[src/design/umsd_pkg.sv]
package umsd_pkg;

    // unified map, 16-bit addresses
    localparam logic [15:0] FLASH_BASE = 16'h0000;
    localparam logic [15:0] FLASH_TOP_8K = 16'h1FFF;
    localparam logic [15:0] FLASH_TOP_16K = 16'h3FFF;
    localparam logic [15:0] FLASH_TOP_32K = 16'h7FFF;
    localparam logic [15:0] SRAM_BASE = 16'hF000;
    localparam logic [15:0] SRAM_TOP_1K = 16'hF2FF;
    localparam logic [15:0] SRAM_TOP_2K = 16'hF6FF;
    localparam logic [15:0] SRAM_TOP_4K = 16'hFEFF;
    localparam logic [15:0] NONRET_LO = 16'hFDA2;
    localparam logic [15:0] NONRET_HI = 16'hFEFF;
    localparam logic [15:0] IDATA_BASE = 16'hFF00;
    localparam logic [15:0] RADIO_LO = 16'hDF00;
    localparam logic [15:0] RADIO_HI = 16'hDF3D;
    localparam logic [15:0] I2S_LO = 16'hDF40;
    localparam logic [15:0] I2S_HI = 16'hDF48;
    localparam logic [15:0] SFR_LO = 16'hDF80;
    localparam logic [15:0] SFR_HI = 16'hDFFF;
    localparam logic [15:0] USB_LO = 16'hDE00;
    localparam logic [15:0] USB_HI = 16'hDE3F;

    // flash size variants in KB
    localparam int FLASH_KB_8 = 8;
    localparam int FLASH_KB_16 = 16;
    localparam int FLASH_KB_32 = 32;

    // direct data space and special function register space
    localparam logic [7:0] DATA_UPPER_BASE = 8'h80;
    localparam int SFR_ADDR_W = 7;
    localparam int SFR_SPAN = 128;
    localparam int SFR_ALIGN_BITS = 3;
    localparam logic [SFR_ALIGN_BITS-1:0] SFR_ALIGN_ZERO = 3'h0;
    // registers kept inside the core, reachable only through the register space
    localparam logic [SFR_SPAN-1:0] CORE_SFR_MASK_DEFAULT = 128'h00010001_00010000_00000100_000400BE;

    // value handed back for an access that hits no target
    localparam logic [7:0] DATA_UNMAPPED = 8'h00;

    // bus occupancy in clocks
    localparam int CNT_W = 3;
    localparam logic [CNT_W-1:0] INSN_BUS_CYCLES = 3'h1;
    localparam logic [CNT_W-1:0] XDATA_BUS_CYCLES = 3'h4;
    localparam logic [CNT_W-1:0] CNT_ONE = 3'h1;

    // target select positions
    localparam int TGT_FLASH = 0;
    localparam int TGT_SRAM = 1;
    localparam int TGT_IDATA = 2;
    localparam int TGT_RADIO = 3;
    localparam int TGT_I2S = 4;
    localparam int TGT_SFR = 5;
    localparam int TGT_USB = 6;
    localparam int TGT_COUNT = 7;

    typedef logic [TGT_COUNT-1:0] umsd_sel_type;
    typedef enum {UMSD_SRC_NONE, UMSD_SRC_FETCH, UMSD_SRC_XDATA, UMSD_SRC_DMA} umsd_src_type;
    typedef enum {BUS_IDLE, BUS_ACTIVE} umsd_bus_type;

endpackage

[src/design/umsd_dec_if.sv]
`timescale 1ns/1ns
interface umsd_dec_if import umsd_pkg::*; ();
    logic [15:0] addr;
    logic wr;
    umsd_sel_type sel;
    logic [15:0] offset;
    logic nonret;

    modport decoder (input addr, input wr, output sel, output offset, output nonret);
    modport user (output addr, output wr, input sel, input offset, input nonret);
endinterface

[src/design/umsd_region_decode.sv]
`timescale 1ns/1ns
module umsd_region_decode import umsd_pkg::*; #(
    parameter logic [15:0] FLASH_TOP = FLASH_TOP_32K,
    parameter logic [15:0] SRAM_TOP = SRAM_TOP_4K,
    parameter bit HAS_USB = 1'b1,
    parameter bit HAS_NONRET = 1'b1,
    parameter logic [SFR_SPAN-1:0] CORE_SFR_MASK = CORE_SFR_MASK_DEFAULT
) (
    umsd_dec_if.decoder dec
);

    always_comb begin
        dec.sel = '0;
        dec.offset = '0;
        dec.nonret = 1'b0;
        if (dec.addr <= FLASH_TOP) begin
            // flash is never written through the map
            if (!dec.wr) begin
                dec.sel[TGT_FLASH] = 1'b1;
                dec.offset = dec.addr - FLASH_BASE;
            end
        end else if (dec.addr >= IDATA_BASE) begin
            dec.sel[TGT_IDATA] = 1'b1;
            dec.offset = dec.addr - IDATA_BASE;
        end else if (dec.addr >= SRAM_BASE && dec.addr <= SRAM_TOP) begin
            dec.sel[TGT_SRAM] = 1'b1;
            dec.offset = dec.addr - SRAM_BASE;
            dec.nonret = HAS_NONRET && dec.addr >= NONRET_LO && dec.addr <= NONRET_HI;
        end else if (dec.addr >= RADIO_LO && dec.addr <= RADIO_HI) begin
            dec.sel[TGT_RADIO] = 1'b1;
            dec.offset = dec.addr - RADIO_LO;
        end else if (dec.addr >= I2S_LO && dec.addr <= I2S_HI) begin
            dec.sel[TGT_I2S] = 1'b1;
            dec.offset = dec.addr - I2S_LO;
        end else if (dec.addr >= SFR_LO && dec.addr <= SFR_HI) begin
            // core-internal registers are not mirrored into the map
            if (!CORE_SFR_MASK[dec.addr[SFR_ADDR_W-1:0]]) begin
                dec.sel[TGT_SFR] = 1'b1;
                dec.offset = dec.addr - SFR_LO;
            end
        end else if (HAS_USB && dec.addr >= USB_LO && dec.addr <= USB_HI) begin
            dec.sel[TGT_USB] = 1'b1;
            dec.offset = dec.addr - USB_LO;
        end
        // anything else selects nothing
    end

endmodule // umsd_region_decode

[src/design/umsd_decoder.sv]
`timescale 1ns/1ns
// Summary of operation
// - addresses from zero to the flash top go to flash, per size variant.
// - on-chip SRAM starts at 0xF000, sized 1, 2 or 4 KB.
// - on 32 KB parts 0xFDA2-0xFEFF is flagged as lost in deep power modes.
// - 0xFF00-0xFFFF reaches the same bytes as the indirect data space.
// - 0xDF00-0xDF3D goes to the radio register file.
// - 0xDF40-0xDF48 goes to the I2S registers.
// - 0xDF80-0xDFFF mirrors special registers, except core-internal ones.
// - 0xDE00-0xDE3F reaches USB registers only on the USB variant.
// - instruction fetch decodes exactly like data accesses, so SRAM can run code.
// - data writes work over the whole map but never alter flash.
// - lower 128 data bytes take direct and indirect access, upper only indirect.
// - special register space uses 7-bit address; multiples of eight are bit-addressable.
// - fetch and external data share one bus; fetch stalls during data access.
// - one clock per instruction cycle instead of twelve.
// - the DMA controller reaches every region through the unified map.
// - code space is a 16-bit read-only program memory space.
module umsd_decoder import umsd_pkg::*; #(
    parameter int FLASH_KB = FLASH_KB_32,
    parameter bit HAS_USB = 1'b1,
    parameter logic [SFR_SPAN-1:0] CORE_SFR_MASK = CORE_SFR_MASK_DEFAULT
) (
    input wire logic mclk,
    input wire logic reset,
    input wire logic fetch_req,
    input wire logic [15:0] fetch_addr,
    output logic fetch_ack,
    output logic [7:0] fetch_rdata,
    output logic fetch_stall,
    input wire logic xd_req,
    input wire logic [15:0] xd_addr,
    input wire logic xd_wr,
    input wire logic [7:0] xd_wdata,
    output logic xd_ack,
    output logic [7:0] xd_rdata,
    input wire logic dma_req,
    input wire logic [15:0] dma_addr,
    input wire logic dma_wr,
    input wire logic [7:0] dma_wdata,
    output logic dma_ack,
    output logic [7:0] dma_rdata,
    output logic [TGT_COUNT-1:0] tgt_sel,
    output logic [15:0] tgt_offset,
    output logic [SFR_ADDR_W-1:0] tgt_sfr_addr,
    output logic tgt_wr,
    output logic [7:0] tgt_wdata,
    input wire logic [7:0] tgt_rdata,
    output logic tgt_nonret,
    output logic tgt_unmapped,
    input wire logic dd_req,
    input wire logic [7:0] dd_addr,
    input wire logic dd_indirect,
    input wire logic dd_bit,
    output logic dd_ack,
    output logic dd_idata_sel,
    output logic dd_sfr_sel,
    output logic dd_sfr_bitok,
    output logic dd_refused,
    output logic [7:0] dd_index
);

    localparam logic [15:0] FLASH_TOP = (FLASH_KB == FLASH_KB_8) ? FLASH_TOP_8K :
                                        (FLASH_KB == FLASH_KB_16) ? FLASH_TOP_16K : FLASH_TOP_32K;
    localparam logic [15:0] SRAM_TOP = (FLASH_KB == FLASH_KB_8) ? SRAM_TOP_1K :
                                       (FLASH_KB == FLASH_KB_16) ? SRAM_TOP_2K : SRAM_TOP_4K;
    localparam bit HAS_NONRET = (FLASH_KB == FLASH_KB_32);

    umsd_bus_type state_reg;
    umsd_src_type src_reg;
    umsd_src_type win_src;
    logic [CNT_W-1:0] cnt_reg;
    logic [15:0] win_addr;
    logic win_wr;
    logic [7:0] win_wdata;
    logic grant;
    logic done;
    logic fetch_ack_reg, xd_ack_reg, dma_ack_reg;
    logic [7:0] fetch_rdata_reg, xd_rdata_reg, dma_rdata_reg;
    logic fetch_stall_reg;
    umsd_sel_type tgt_sel_reg;
    logic [15:0] tgt_offset_reg;
    logic [SFR_ADDR_W-1:0] tgt_sfr_addr_reg;
    logic tgt_wr_reg, tgt_nonret_reg, tgt_unmapped_reg;
    logic [7:0] tgt_wdata_reg;
    logic dd_ack_reg, dd_idata_sel_reg, dd_sfr_sel_reg, dd_sfr_bitok_reg, dd_refused_reg;
    logic [7:0] dd_index_reg;
    logic dd_aligned;

    // one shared bus: data access wins over DMA, DMA over fetch
    always_comb begin
        win_src = UMSD_SRC_NONE;
        win_addr = '0;
        win_wr = 1'b0;
        win_wdata = '0;
        if (xd_req && !xd_ack_reg) begin
            win_src = UMSD_SRC_XDATA;
            win_addr = xd_addr;
            win_wr = xd_wr;
            win_wdata = xd_wdata;
        end else if (dma_req && !dma_ack_reg) begin
            win_src = UMSD_SRC_DMA;
            win_addr = dma_addr;
            win_wr = dma_wr;
            win_wdata = dma_wdata;
        end else if (fetch_req && !fetch_ack_reg) begin
            // code space is read-only
            win_src = UMSD_SRC_FETCH;
            win_addr = fetch_addr;
        end
    end

    assign grant = (state_reg == BUS_IDLE) && (win_src != UMSD_SRC_NONE);
    assign done = (state_reg == BUS_ACTIVE) && (cnt_reg == CNT_ONE);

    // all masters share the one decoder, so fetch and data maps cannot drift apart
    umsd_dec_if dec_bus ();
    assign dec_bus.addr = win_addr;
    assign dec_bus.wr = win_wr;

    umsd_region_decode #(
        .FLASH_TOP(FLASH_TOP),
        .SRAM_TOP(SRAM_TOP),
        .HAS_USB(HAS_USB),
        .HAS_NONRET(HAS_NONRET),
        .CORE_SFR_MASK(CORE_SFR_MASK)
    ) u_region_decode (
        .dec(dec_bus)
    );

    always_ff @(posedge mclk) begin
        if (reset) begin
            state_reg <= BUS_IDLE;
            src_reg <= UMSD_SRC_NONE;
            cnt_reg <= '0;
        end else begin
            unique case (state_reg)
                BUS_IDLE: begin
                    if (grant) begin
                        state_reg <= BUS_ACTIVE;
                        src_reg <= win_src;
                        // data access holds the bus longer; fetch takes one clock
                        cnt_reg <= (win_src == UMSD_SRC_XDATA) ? XDATA_BUS_CYCLES : INSN_BUS_CYCLES;
                    end
                end
                BUS_ACTIVE: begin
                    if (done) begin
                        state_reg <= BUS_IDLE;
                        src_reg <= UMSD_SRC_NONE;
                    end else begin
                        cnt_reg <= cnt_reg - CNT_ONE;
                    end
                end
            endcase
        end
    end

    always_ff @(posedge mclk) begin
        if (reset || done) begin
            tgt_sel_reg <= '0;
            tgt_offset_reg <= '0;
            tgt_sfr_addr_reg <= '0;
            tgt_wr_reg <= 1'b0;
            tgt_wdata_reg <= '0;
            tgt_nonret_reg <= 1'b0;
            tgt_unmapped_reg <= 1'b0;
        end else if (grant) begin
            tgt_sel_reg <= dec_bus.sel;
            tgt_offset_reg <= dec_bus.offset;
            tgt_sfr_addr_reg <= win_addr[SFR_ADDR_W-1:0];
            tgt_wr_reg <= win_wr && (dec_bus.sel != '0);
            tgt_wdata_reg <= win_wdata;
            tgt_nonret_reg <= dec_bus.nonret;
            tgt_unmapped_reg <= (dec_bus.sel == '0);
        end
    end

    // unmapped reads return a fixed value; masters must not depend on it
    always_ff @(posedge mclk) begin
        if (reset) begin
            fetch_ack_reg <= 1'b0;
            xd_ack_reg <= 1'b0;
            dma_ack_reg <= 1'b0;
            fetch_rdata_reg <= '0;
            xd_rdata_reg <= '0;
            dma_rdata_reg <= '0;
        end else begin
            fetch_ack_reg <= done && (src_reg == UMSD_SRC_FETCH);
            xd_ack_reg <= done && (src_reg == UMSD_SRC_XDATA);
            dma_ack_reg <= done && (src_reg == UMSD_SRC_DMA);
            if (done) begin
                unique case (src_reg)
                    UMSD_SRC_FETCH: fetch_rdata_reg <= tgt_unmapped_reg ? DATA_UNMAPPED : tgt_rdata;
                    UMSD_SRC_XDATA: xd_rdata_reg <= tgt_unmapped_reg ? DATA_UNMAPPED : tgt_rdata;
                    UMSD_SRC_DMA: dma_rdata_reg <= tgt_unmapped_reg ? DATA_UNMAPPED : tgt_rdata;
                    default: ;
                endcase
            end
        end
    end

    always_ff @(posedge mclk) begin
        if (reset) begin
            fetch_stall_reg <= 1'b0;
        end else begin
            fetch_stall_reg <= fetch_req && !fetch_ack_reg && ((grant && win_src == UMSD_SRC_XDATA) ||
                (state_reg == BUS_ACTIVE && src_reg == UMSD_SRC_XDATA && !done));
        end
    end

    // direct data path: one clock per access
    assign dd_aligned = (dd_addr[SFR_ALIGN_BITS-1:0] == SFR_ALIGN_ZERO);

    always_ff @(posedge mclk) begin
        if (reset) begin
            dd_ack_reg <= 1'b0;
            dd_idata_sel_reg <= 1'b0;
            dd_sfr_sel_reg <= 1'b0;
            dd_sfr_bitok_reg <= 1'b0;
            dd_refused_reg <= 1'b0;
            dd_index_reg <= '0;
        end else if (dd_req && !dd_ack_reg) begin
            dd_ack_reg <= 1'b1;
            dd_index_reg <= dd_addr;
            if (dd_addr < DATA_UPPER_BASE || dd_indirect) begin
                dd_idata_sel_reg <= 1'b1;
                dd_sfr_sel_reg <= 1'b0;
                dd_sfr_bitok_reg <= 1'b0;
                dd_refused_reg <= 1'b0;
            end else begin
                dd_idata_sel_reg <= 1'b0;
                dd_sfr_sel_reg <= 1'b1;
                dd_sfr_bitok_reg <= dd_aligned;
                dd_refused_reg <= dd_bit && !dd_aligned;
            end
        end else begin
            dd_ack_reg <= 1'b0;
            dd_idata_sel_reg <= 1'b0;
            dd_sfr_sel_reg <= 1'b0;
            dd_sfr_bitok_reg <= 1'b0;
            dd_refused_reg <= 1'b0;
        end
    end

    assign fetch_ack = fetch_ack_reg;
    assign fetch_rdata = fetch_rdata_reg;
    assign fetch_stall = fetch_stall_reg;
    assign xd_ack = xd_ack_reg;
    assign xd_rdata = xd_rdata_reg;
    assign dma_ack = dma_ack_reg;
    assign dma_rdata = dma_rdata_reg;
    assign tgt_sel = tgt_sel_reg;
    assign tgt_offset = tgt_offset_reg;
    assign tgt_sfr_addr = tgt_sfr_addr_reg;
    assign tgt_wr = tgt_wr_reg;
    assign tgt_wdata = tgt_wdata_reg;
    assign tgt_nonret = tgt_nonret_reg;
    assign tgt_unmapped = tgt_unmapped_reg;
    assign dd_ack = dd_ack_reg;
    assign dd_idata_sel = dd_idata_sel_reg;
    assign dd_sfr_sel = dd_sfr_sel_reg;
    assign dd_sfr_bitok = dd_sfr_bitok_reg;
    assign dd_refused = dd_refused_reg;
    assign dd_index = dd_index_reg;

    property p_flash_read;
        @(posedge mclk) disable iff (reset)
        (grant && !win_wr && win_addr <= FLASH_TOP) |=> tgt_sel[TGT_FLASH] && tgt_offset == $past(win_addr);
    endproperty
    a_flash_read: assert property (p_flash_read) else $error("flash read not routed to flash");

    property p_sram_route;
        @(posedge mclk) disable iff (reset)
        (grant && win_addr >= SRAM_BASE && win_addr <= SRAM_TOP) |=> tgt_sel[TGT_SRAM] && !tgt_unmapped;
    endproperty
    a_sram_route: assert property (p_sram_route) else $error("sram address not routed to sram");

    property p_nonret;
        @(posedge mclk) disable iff (reset)
        grant |=> tgt_nonret == (HAS_NONRET && $past(win_addr) >= NONRET_LO && $past(win_addr) <= NONRET_HI);
    endproperty
    a_nonret: assert property (p_nonret) else $error("non-retained flag wrong");

    property p_idata;
        @(posedge mclk) disable iff (reset)
        (grant && win_addr >= IDATA_BASE) |=> tgt_sel[TGT_IDATA] && tgt_offset[7:0] == $past(win_addr[7:0]);
    endproperty
    a_idata: assert property (p_idata) else $error("data window not mirrored");

    property p_radio;
        @(posedge mclk) disable iff (reset)
        (grant && win_addr >= RADIO_LO && win_addr <= RADIO_HI) |=> tgt_sel[TGT_RADIO];
    endproperty
    a_radio: assert property (p_radio) else $error("radio window not routed");

    property p_i2s;
        @(posedge mclk) disable iff (reset)
        (grant && win_addr >= I2S_LO && win_addr <= I2S_HI) |=> tgt_sel[TGT_I2S];
    endproperty
    a_i2s: assert property (p_i2s) else $error("i2s window not routed");

    property p_sfr_mirror;
        @(posedge mclk) disable iff (reset)
        (grant && win_addr >= SFR_LO) && (win_addr < IDATA_BASE && win_addr <= SFR_HI) |=>
            tgt_sel[TGT_SFR] == !CORE_SFR_MASK[$past(win_addr[SFR_ADDR_W-1:0])];
    endproperty
    a_sfr_mirror: assert property (p_sfr_mirror) else $error("register mirror wrong");

    property p_usb;
        @(posedge mclk) disable iff (reset)
        (grant && win_addr >= USB_LO && win_addr <= USB_HI) |=> tgt_sel[TGT_USB] == HAS_USB && tgt_unmapped == !HAS_USB;
    endproperty
    a_usb: assert property (p_usb) else $error("usb window wrong");

    property p_flash_nowrite;
        @(posedge mclk) disable iff (reset)
        (grant && win_wr && win_addr <= FLASH_TOP) |=> !tgt_sel[TGT_FLASH] && !tgt_wr;
    endproperty
    a_flash_nowrite: assert property (p_flash_nowrite) else $error("flash write reached flash");

    property p_upper_direct;
        @(posedge mclk) disable iff (reset)
        (dd_req && !dd_ack && !dd_indirect && dd_addr >= DATA_UPPER_BASE) |=> dd_sfr_sel && !dd_idata_sel;
    endproperty
    a_upper_direct: assert property (p_upper_direct) else $error("direct upper access hit data");

    property p_bit_align;
        @(posedge mclk) disable iff (reset)
        dd_sfr_sel |-> dd_sfr_bitok == (dd_index[SFR_ALIGN_BITS-1:0] == SFR_ALIGN_ZERO) && !(dd_refused && dd_sfr_bitok);
    endproperty
    a_bit_align: assert property (p_bit_align) else $error("bit access alignment wrong");

    property p_xdata_hold;
        @(posedge mclk) disable iff (reset)
        (grant && win_src == UMSD_SRC_XDATA) |=> !fetch_ack[*4] ##1 xd_ack;
    endproperty
    a_xdata_hold: assert property (p_xdata_hold) else $error("fetch passed during data access");

    property p_fetch_one_clock;
        @(posedge mclk) disable iff (reset)
        (grant && win_src == UMSD_SRC_FETCH) |-> ##2 fetch_ack;
    endproperty
    a_fetch_one_clock: assert property (p_fetch_one_clock) else $error("fetch took more than one clock");

    property p_onehot;
        @(posedge mclk) disable iff (reset)
        $onehot0(tgt_sel) && (tgt_unmapped -> tgt_sel == '0);
    endproperty
    a_onehot: assert property (p_onehot) else $error("more than one target selected");

    c_xdata: cover property (@(posedge mclk) disable iff (reset) xd_ack && $past(tgt_sel[TGT_SFR]));
    c_fetch_sram: cover property (@(posedge mclk) disable iff (reset)
        (grant && win_src == UMSD_SRC_FETCH) ##1 tgt_sel[TGT_SRAM]);
    c_dma_radio: cover property (@(posedge mclk) disable iff (reset)
        (grant && win_src == UMSD_SRC_DMA) ##1 tgt_sel[TGT_RADIO]);
    c_stall: cover property (@(posedge mclk) disable iff (reset) fetch_stall [*3]);

endmodule // umsd_decoder

[config.mk]
export PLATFORM = sky130hd
export DESIGN_NAME = umsd_decoder
export DESIGN_NICKNAME = d
export VERILOG_FILES = /design/src/design/umsd_pkg.sv /design/src/design/umsd_dec_if.sv /design/src/design/umsd_region_decode.sv /design/src/design/umsd_decoder.sv
export SDC_FILE = /design/constraint.sdc
export NUM_CORES = 1
export LEC_CHECK = 0
export CAP_MARGIN = 5
export CELL_PAD_IN_SITES_DETAIL_PLACEMENT = 1
export CELL_PAD_IN_SITES_GLOBAL_PLACEMENT = 1
export CORE_MARGIN = 5
export CORE_UTILIZATION = 49
export DETAILED_ROUTE_END_ITERATION = 6
export DONT_BUFFER_PORTS = 1
export HOLD_SLACK_MARGIN = 0.03
export PLACE_DENSITY = 0.83
export SLEW_MARGIN = 0
export SYNTH_ARGS = -nofsm -noshare
export SYNTH_HDL_FRONTEND = slang
export SYNTH_SLANG_ARGS = --single-unit
[constraint.sdc]
create_clock -name mclk -period 5.8 [get_ports mclk]
set_clock_uncertainty 0.05 [all_clocks]
set_input_delay 0 -clock mclk [delete_from_list [all_inputs] [get_ports mclk]]
set_output_delay 0 -clock mclk [all_outputs]
set_load 0.02 [all_outputs]
Word-level counts from Yosys, hierarchy flattened
Memory sizes are Yosys's and may differ from the RTL's.
Cells that the tools add are included.
Cells by class
  add/subtract/negate cells: 7
  order comparisons: 15
  eq/ne operators: 13
  multiplexer cells: 52
  bitwise gates (word level): 1
  reduce and logical (&&, ||, !) cells: 43
Operators with widths (number)
  $mux W16: 12
  $eq A32 B2 Y1 const B: 4
  $pmux W32 S2: 2
  $ge A16 B16 Y1 const B: 7
  $eq A32 B3 Y1 const B: 3
  $mux W32: 3
  $sub A16 B16 Y16 const B: 6
  $le A16 B16 Y1 const B: 5
  $eq A32 B1 Y1 const B: 2
  $logic_not A32 Y1: 2
  $reduce_bool A32 Y1: 1
  $mux W8: 3
  $logic_and A1 B1 Y1: 21
  $mux W1: 21
  $le A16 B15 Y1 const B: 1
  $mux W3: 4
  $reduce_and A2 Y1: 5
  $lt A7 B8 Y1 const B: 1
  $lt A8 B8 Y1 const B: 1
  $mux W4: 2
  $logic_not A7 Y1: 1
  $reduce_bool A7 Y1: 1
  $logic_not A1 Y1: 6
  $mux W2: 3
  10 further kinds: 14
Storage, ports and cells
  register bits after elaboration: 149
  ROM bits: 128
  input bits: 90
  output and inout port bits: 82
  logic and storage cells: 155
  memories: 1
Memory list
  (name not given): words 128, bits a word 1, rd ports 1, clocked after memory_dff 0, write ports 0, line umsd_region_decode.sv:37  | if (!CORE_SFR_MASK[dec.addr[SFR_ADDR_W-1:0]]) begin

Longest topological paths before layout
  depth after elaboration: 16
  depth in mapped cells: 15
  gate-level depth less buffers: 13

Hierarchy
Synthesis repeated with hierarchy kept, for this count alone.
Second synthesis, totals
  cell total of the unflattened synthesis: 613
  area, all modules: 5019.8 sq um
By module, submodules not included
  umsd_decoder: times used 1, cells each 408, area an instance 3579.7 sq um, sequential area each 1761.7 sq um
  umsd_region_decode: times used 1, cells each 205, area an instance 1440.1 sq um, sequential area each 0.0 sq um

Worst setup path before layout
OpenSTA, ideal clock, no wires.
  path type: flip-flop to flip-flop
  from: register dma_ack_reg, in the netlist dma_ack
  to: register tgt_offset_reg[0], in the netlist tgt_offset[0]
  setup time: 0.070 ns
  arrival: 3.330 ns
  required time: 5.680 ns
  path slack: 2.350 ns
  cell stages (with the launch flop): 14
  path buffers: 3
  clock period less this slack: 3.450 ns
  cells stage by stage: dfxtp_1 > nor2b_2 > buf_2 > buf_2 > a21oi_1 > a21oi_1 > clkbuf_1 > ha_1 > nand4_1 > nor4b_1 > nor2_1 > nand2_1 > o211ai_2 > o21ai_1
On the way
  cells in the longest elaborated chain, start to end: 13
  elaborated cells on any way between the ends: 44
  those cells by class: add/sub (6); order compare (12); mux (16); reduce/logical (9); memory (1)
RTL lines
  start: declaration: line umsd_decoder.sv:78  | logic fetch_ack_reg, xd_ack_reg, dma_ack_reg;
  start signal: assignment: line umsd_decoder.sv:190  | dma_ack_reg <= done && (src_reg == UMSD_SRC_DMA);
  $logic_not A1 Y1 (*): line umsd_decoder.sv:101  | end else if (dma_req && !dma_ack_reg) begin
  $logic_and A1 B1 Y1 (*): line umsd_decoder.sv:101
  $mux W16: line umsd_decoder.sv:101
  $mux W16: line umsd_decoder.sv:96  | if (xd_req && !xd_ack_reg) begin
  $mem_v2 Z128 W1, or another cell as far along
  $mux W1 (not written as such) / $logic_and A1 B1 Y1 (equally long branches): line umsd_region_decode.sv:37, umsd_region_decode.sv:41
  $mux W16, on equally long branches: line umsd_region_decode.sv:37, umsd_region_decode.sv:41
  $mux W16: line umsd_region_decode.sv:35  | end else if (dec.addr >= SFR_LO && dec.addr <= SFR_HI) begin
  $mux W16: line umsd_region_decode.sv:32  | end else if (dec.addr >= I2S_LO && dec.addr <= I2S_HI) begin
  $mux W16: line umsd_region_decode.sv:29  | end else if (dec.addr >= RADIO_LO && dec.addr <= RADIO_HI) begin
  $mux W16: line umsd_region_decode.sv:25  | end else if (dec.addr >= SRAM_BASE && dec.addr <= SRAM_TOP) begin
  $mux W16: line umsd_region_decode.sv:22  | end else if (dec.addr >= IDATA_BASE) begin
  $mux W16: line umsd_region_decode.sv:16  | if (dec.addr <= FLASH_TOP) begin
  end signal: assignment: line umsd_decoder.sv:169  | tgt_offset_reg <= dec_bus.offset;
  end: declaration: line umsd_decoder.sv:82  | logic [15:0] tgt_offset_reg;
Every way passes the cells marked *; elsewhere a longest branch is shown, timed or not. The select of a mux whose other input is x is not followed.
A chain may end at the register's enable or synchronous reset.

Worst setup path after layout
  from: register xd_ack_reg, in the netlist xd_ack
  to: register tgt_offset_reg[1], in the netlist tgt_offset[1]
On the way
  cells in the longest elaborated chain, start to end: 12
  elaborated cells on any way between the ends: 41
  those cells by class: add/sub (6); order compare (12); mux (13); reduce/logical (9); memory (1)
RTL lines
  start: declaration: line umsd_decoder.sv:78
  start signal: assignment: line umsd_decoder.sv:189  | xd_ack_reg <= done && (src_reg == UMSD_SRC_XDATA);
  $logic_not A1 Y1 (*): line umsd_decoder.sv:96
  $logic_and A1 B1 Y1 (*): line umsd_decoder.sv:96
  $mux W16: line umsd_decoder.sv:96
  $mem_v2 Z128 W1, or another cell as far along
  $mux W1 (not written as such) / $logic_and A1 B1 Y1 (equally long branches): line umsd_region_decode.sv:37, umsd_region_decode.sv:41
  $mux W16, on equally long branches: line umsd_region_decode.sv:37, umsd_region_decode.sv:41
  $mux W16: line umsd_region_decode.sv:35
  $mux W16: line umsd_region_decode.sv:32
  $mux W16: line umsd_region_decode.sv:29
  $mux W16: line umsd_region_decode.sv:25
  $mux W16: line umsd_region_decode.sv:22
  $mux W16: line umsd_region_decode.sv:16
Marked as above.

==> flow_metrics.tcl <==
set metrics [dict create \
    netlist_instances 623 \
    synth_edf_count 0 \
    setup_viol 0 \
    status "finished, final reports clean" \
    synth_area_leader_cell "dfxtp_1" \
    ys_types 70 \
    core_region_area_um2 9774 \
    clk_transition_reported_paths_ns 0.10 \
    fmax_mhz 213.4 \
    die_area_um2 12140 \
    synthFlopType "dfxtp_1" \
    post_cts_resized 0 \
    hold_depth 3 \
    holdPathEnd "tgt_offset[5]" \
    grt_max_degree 46 \
    reg2reg_to "tgt_offset[1]" \
    power_density_nw_per_um2 268.3 \
    synthTopCellsByArea "dfxtp_1 36%, nor2_1 5.7%, nand2_1 5.6%, mux2i_1 5.1%, a21oi_1 4.9%" \
    critPathCaptureType "flip-flop" \
    insertion_delay_ns 0.38 \
    htreeDepth 3 \
    mappedNetlistArea_um2 4918 \
    syn_to_final_growth_pct 18.06 \
    synth_common_cells "88 x dfxtp_1, 75 x nor2_1, 74 x nand2_1" \
    syn_nets 723 \
    finalNonFillerCells 801 \
    worstMarginPinSlew_ns 1.233 \
    rrSetupSlack_ns 1.11 \
    crit_fanout 26 \
    cts_num_sinks 88 \
    max-vdd-ir-drop_mv 0.2091 \
    finalCritPeriodShare_pct 80.79 \
    drcViolationCount 0 \
    die_w_um 110.2 \
    fin_setup_tns_ns 0 \
    grt_usage_pct 37.37 \
    gp_congestion 0.9227 \
    start_util_pct 50.32 \
    antenna_found_initial 1 \
    cts_buffers 9 \
    avgRoutedWirePerCell_um 28.05 \
    path_class "reg2reg" \
    die_y_um 110.2 \
    final_cell_area_um2 5807 \
    ant_nets 0 \
    synth_seq_cells 88 \
    cts_buffer_depth 2 \
    placed_cells 723 \
    maxSlewViolCount 0 \
    wirelength_um 22470 \
    async_flop_share_pct 0 \
    drv_cap 0 \
    drt_first_pass_iters 5 \
    drtIter0Drc 445 \
    critPathRequiredTime_ns 6.04 \
    place_area_um2 4970 \
    relSlewSlack_pct 16.64 \
    synth-warning-count 0 \
    fin_nets 762 \
    drive_gt1_share_pct 6.897 \
    root_buffer "clkbuf_8" \
    whs_ns 0.05202 \
    ctsHoldBuffers 61 \
    finalHoldViolCount 0 \
    first_global_vias 5989 \
    hold_path.class "in2reg" \
    num_vias 5488 \
    rsz0062_at_grt "false" \
    min_from "dma_addr[5]" \
    largest_reg_flops 16 \
    syn_area_per_cell_um2 7.895 \
    r2r_start "xd_ack" \
    min_period_ns 4.686 \
    cts_tree "built" \
    io-pin-count 172 \
    post_cts_buffers 0 \
    yosysMostFrequentCell "dfxtp_1" \
    via_per_inst 6.851 \
    yosysSeqAreaShare_pct 35.82 \
    worstSetupStartpointType "flip-flop" \
    synth_top_area_share_pct 35.82 \
    p_leak_nw 2.155 \
    critPathArrivalTime_ns 4.93 \
    num_rows 36 \
    dpl.hpwl_um 12770 \
    rr_worst_depth 11 \
    globalRouteOverflowTotal 0 \
    numPortBuffers 0 \
    grt_pass1_wl_um 34330 \
]
[cell families after synthesis]
group / count (synthesis) / share of synthesized area, %
AND/OR/NAND/NOR: 274 / 27.42
AO/OA/AOI/OAI: 166 / 23.10
flip-flops: 88 / 35.82
buffers and inverters: 50 / 4.146
multiplexers: 27 / 5.546
adder cells (fa/ha/maj): 10 / 2.544
XOR/XNOR: 8 / 1.425
[cell usage in the layout, fill, tap and decap left out, drive strengths merged, types with 15 or more instances in the layout]
master	n
dfxtp	88
nor2	75
nand2	74
dlygate4sd3	60
a21oi	49
o21ai	26
mux2i	25
nor3	23
nand3	19
nor2b	17
nand4	15
[worst max path at each step]
stage                 start       endpoint  depth (start not counted)
floorplan           dma_ack  tgt_offset[0]                         13
global placement    dma_ack  tgt_offset[2]                         10
detailed placement   xd_ack  tgt_offset[1]                         11
CTS                  xd_ack  tgt_offset[1]                         11
global route         xd_ack  tgt_offset[0]                         11
finish               xd_ack  tgt_offset[1]                         11
[area by class of cell]
cell class | count | area [um^2]
clock buffer | 11 | 151.4
clock inverter | 5 | 62.56
antenna | 1 | 2.502
multi-input combinational | 485 | 2959
timing repair buffer | 66 | 658.1
sequential | 88 | 1762
fill | 1182 | 3968
tap | 133 | 166.4
inverter | 12 | 45.04
[layer usage]
metal,track usage (%),vias to the layer above,routed length (um)
met2,63.34,354,11150
li1,-,2346,-
met3,10.48,136,1911
met5,0,-,0
met4,24.71,0,1477
met1,40.61,2652,7931
[metrics by stage]
stage | utilization, % | setup slack [ns] | power [mW]
floorplan | - | 2.350 | 0.9260
global placement | 50.84 | 1.647 | 0.9943
detailed placement | 50.84 | 1.439 | 1.004
CTS | 59.38 | 1.352 | 1.502
global route | 59.41 | 0.7653 | 1.601
finish | 59.41 | 1.114 | 1.558
[critical path, stage by stage, from the launching register on]
cell,delay [ns]
dfxtp_1,0.63
nand2b_1,0.83
nor2_1,0.09
a21oi_1,0.17
buf_4,0.23
ha_1,0.26
nand4_1,0.27
nor4b_1,1.12
nor2_1,0.27
nand2_1,0.24
o211ai_2,0.20
o21ai_1,0.23
[where the power goes]
group	switching [mW]	total [mW]	internal (mW)	leakage, nW
Combinational	0.232	0.362	0.130	1.34
Sequential	0.0749	0.713	0.638	0.718
Clock	0.257	0.482	0.225	0.102
No activity file was read; power rests on OpenSTA's default activity.
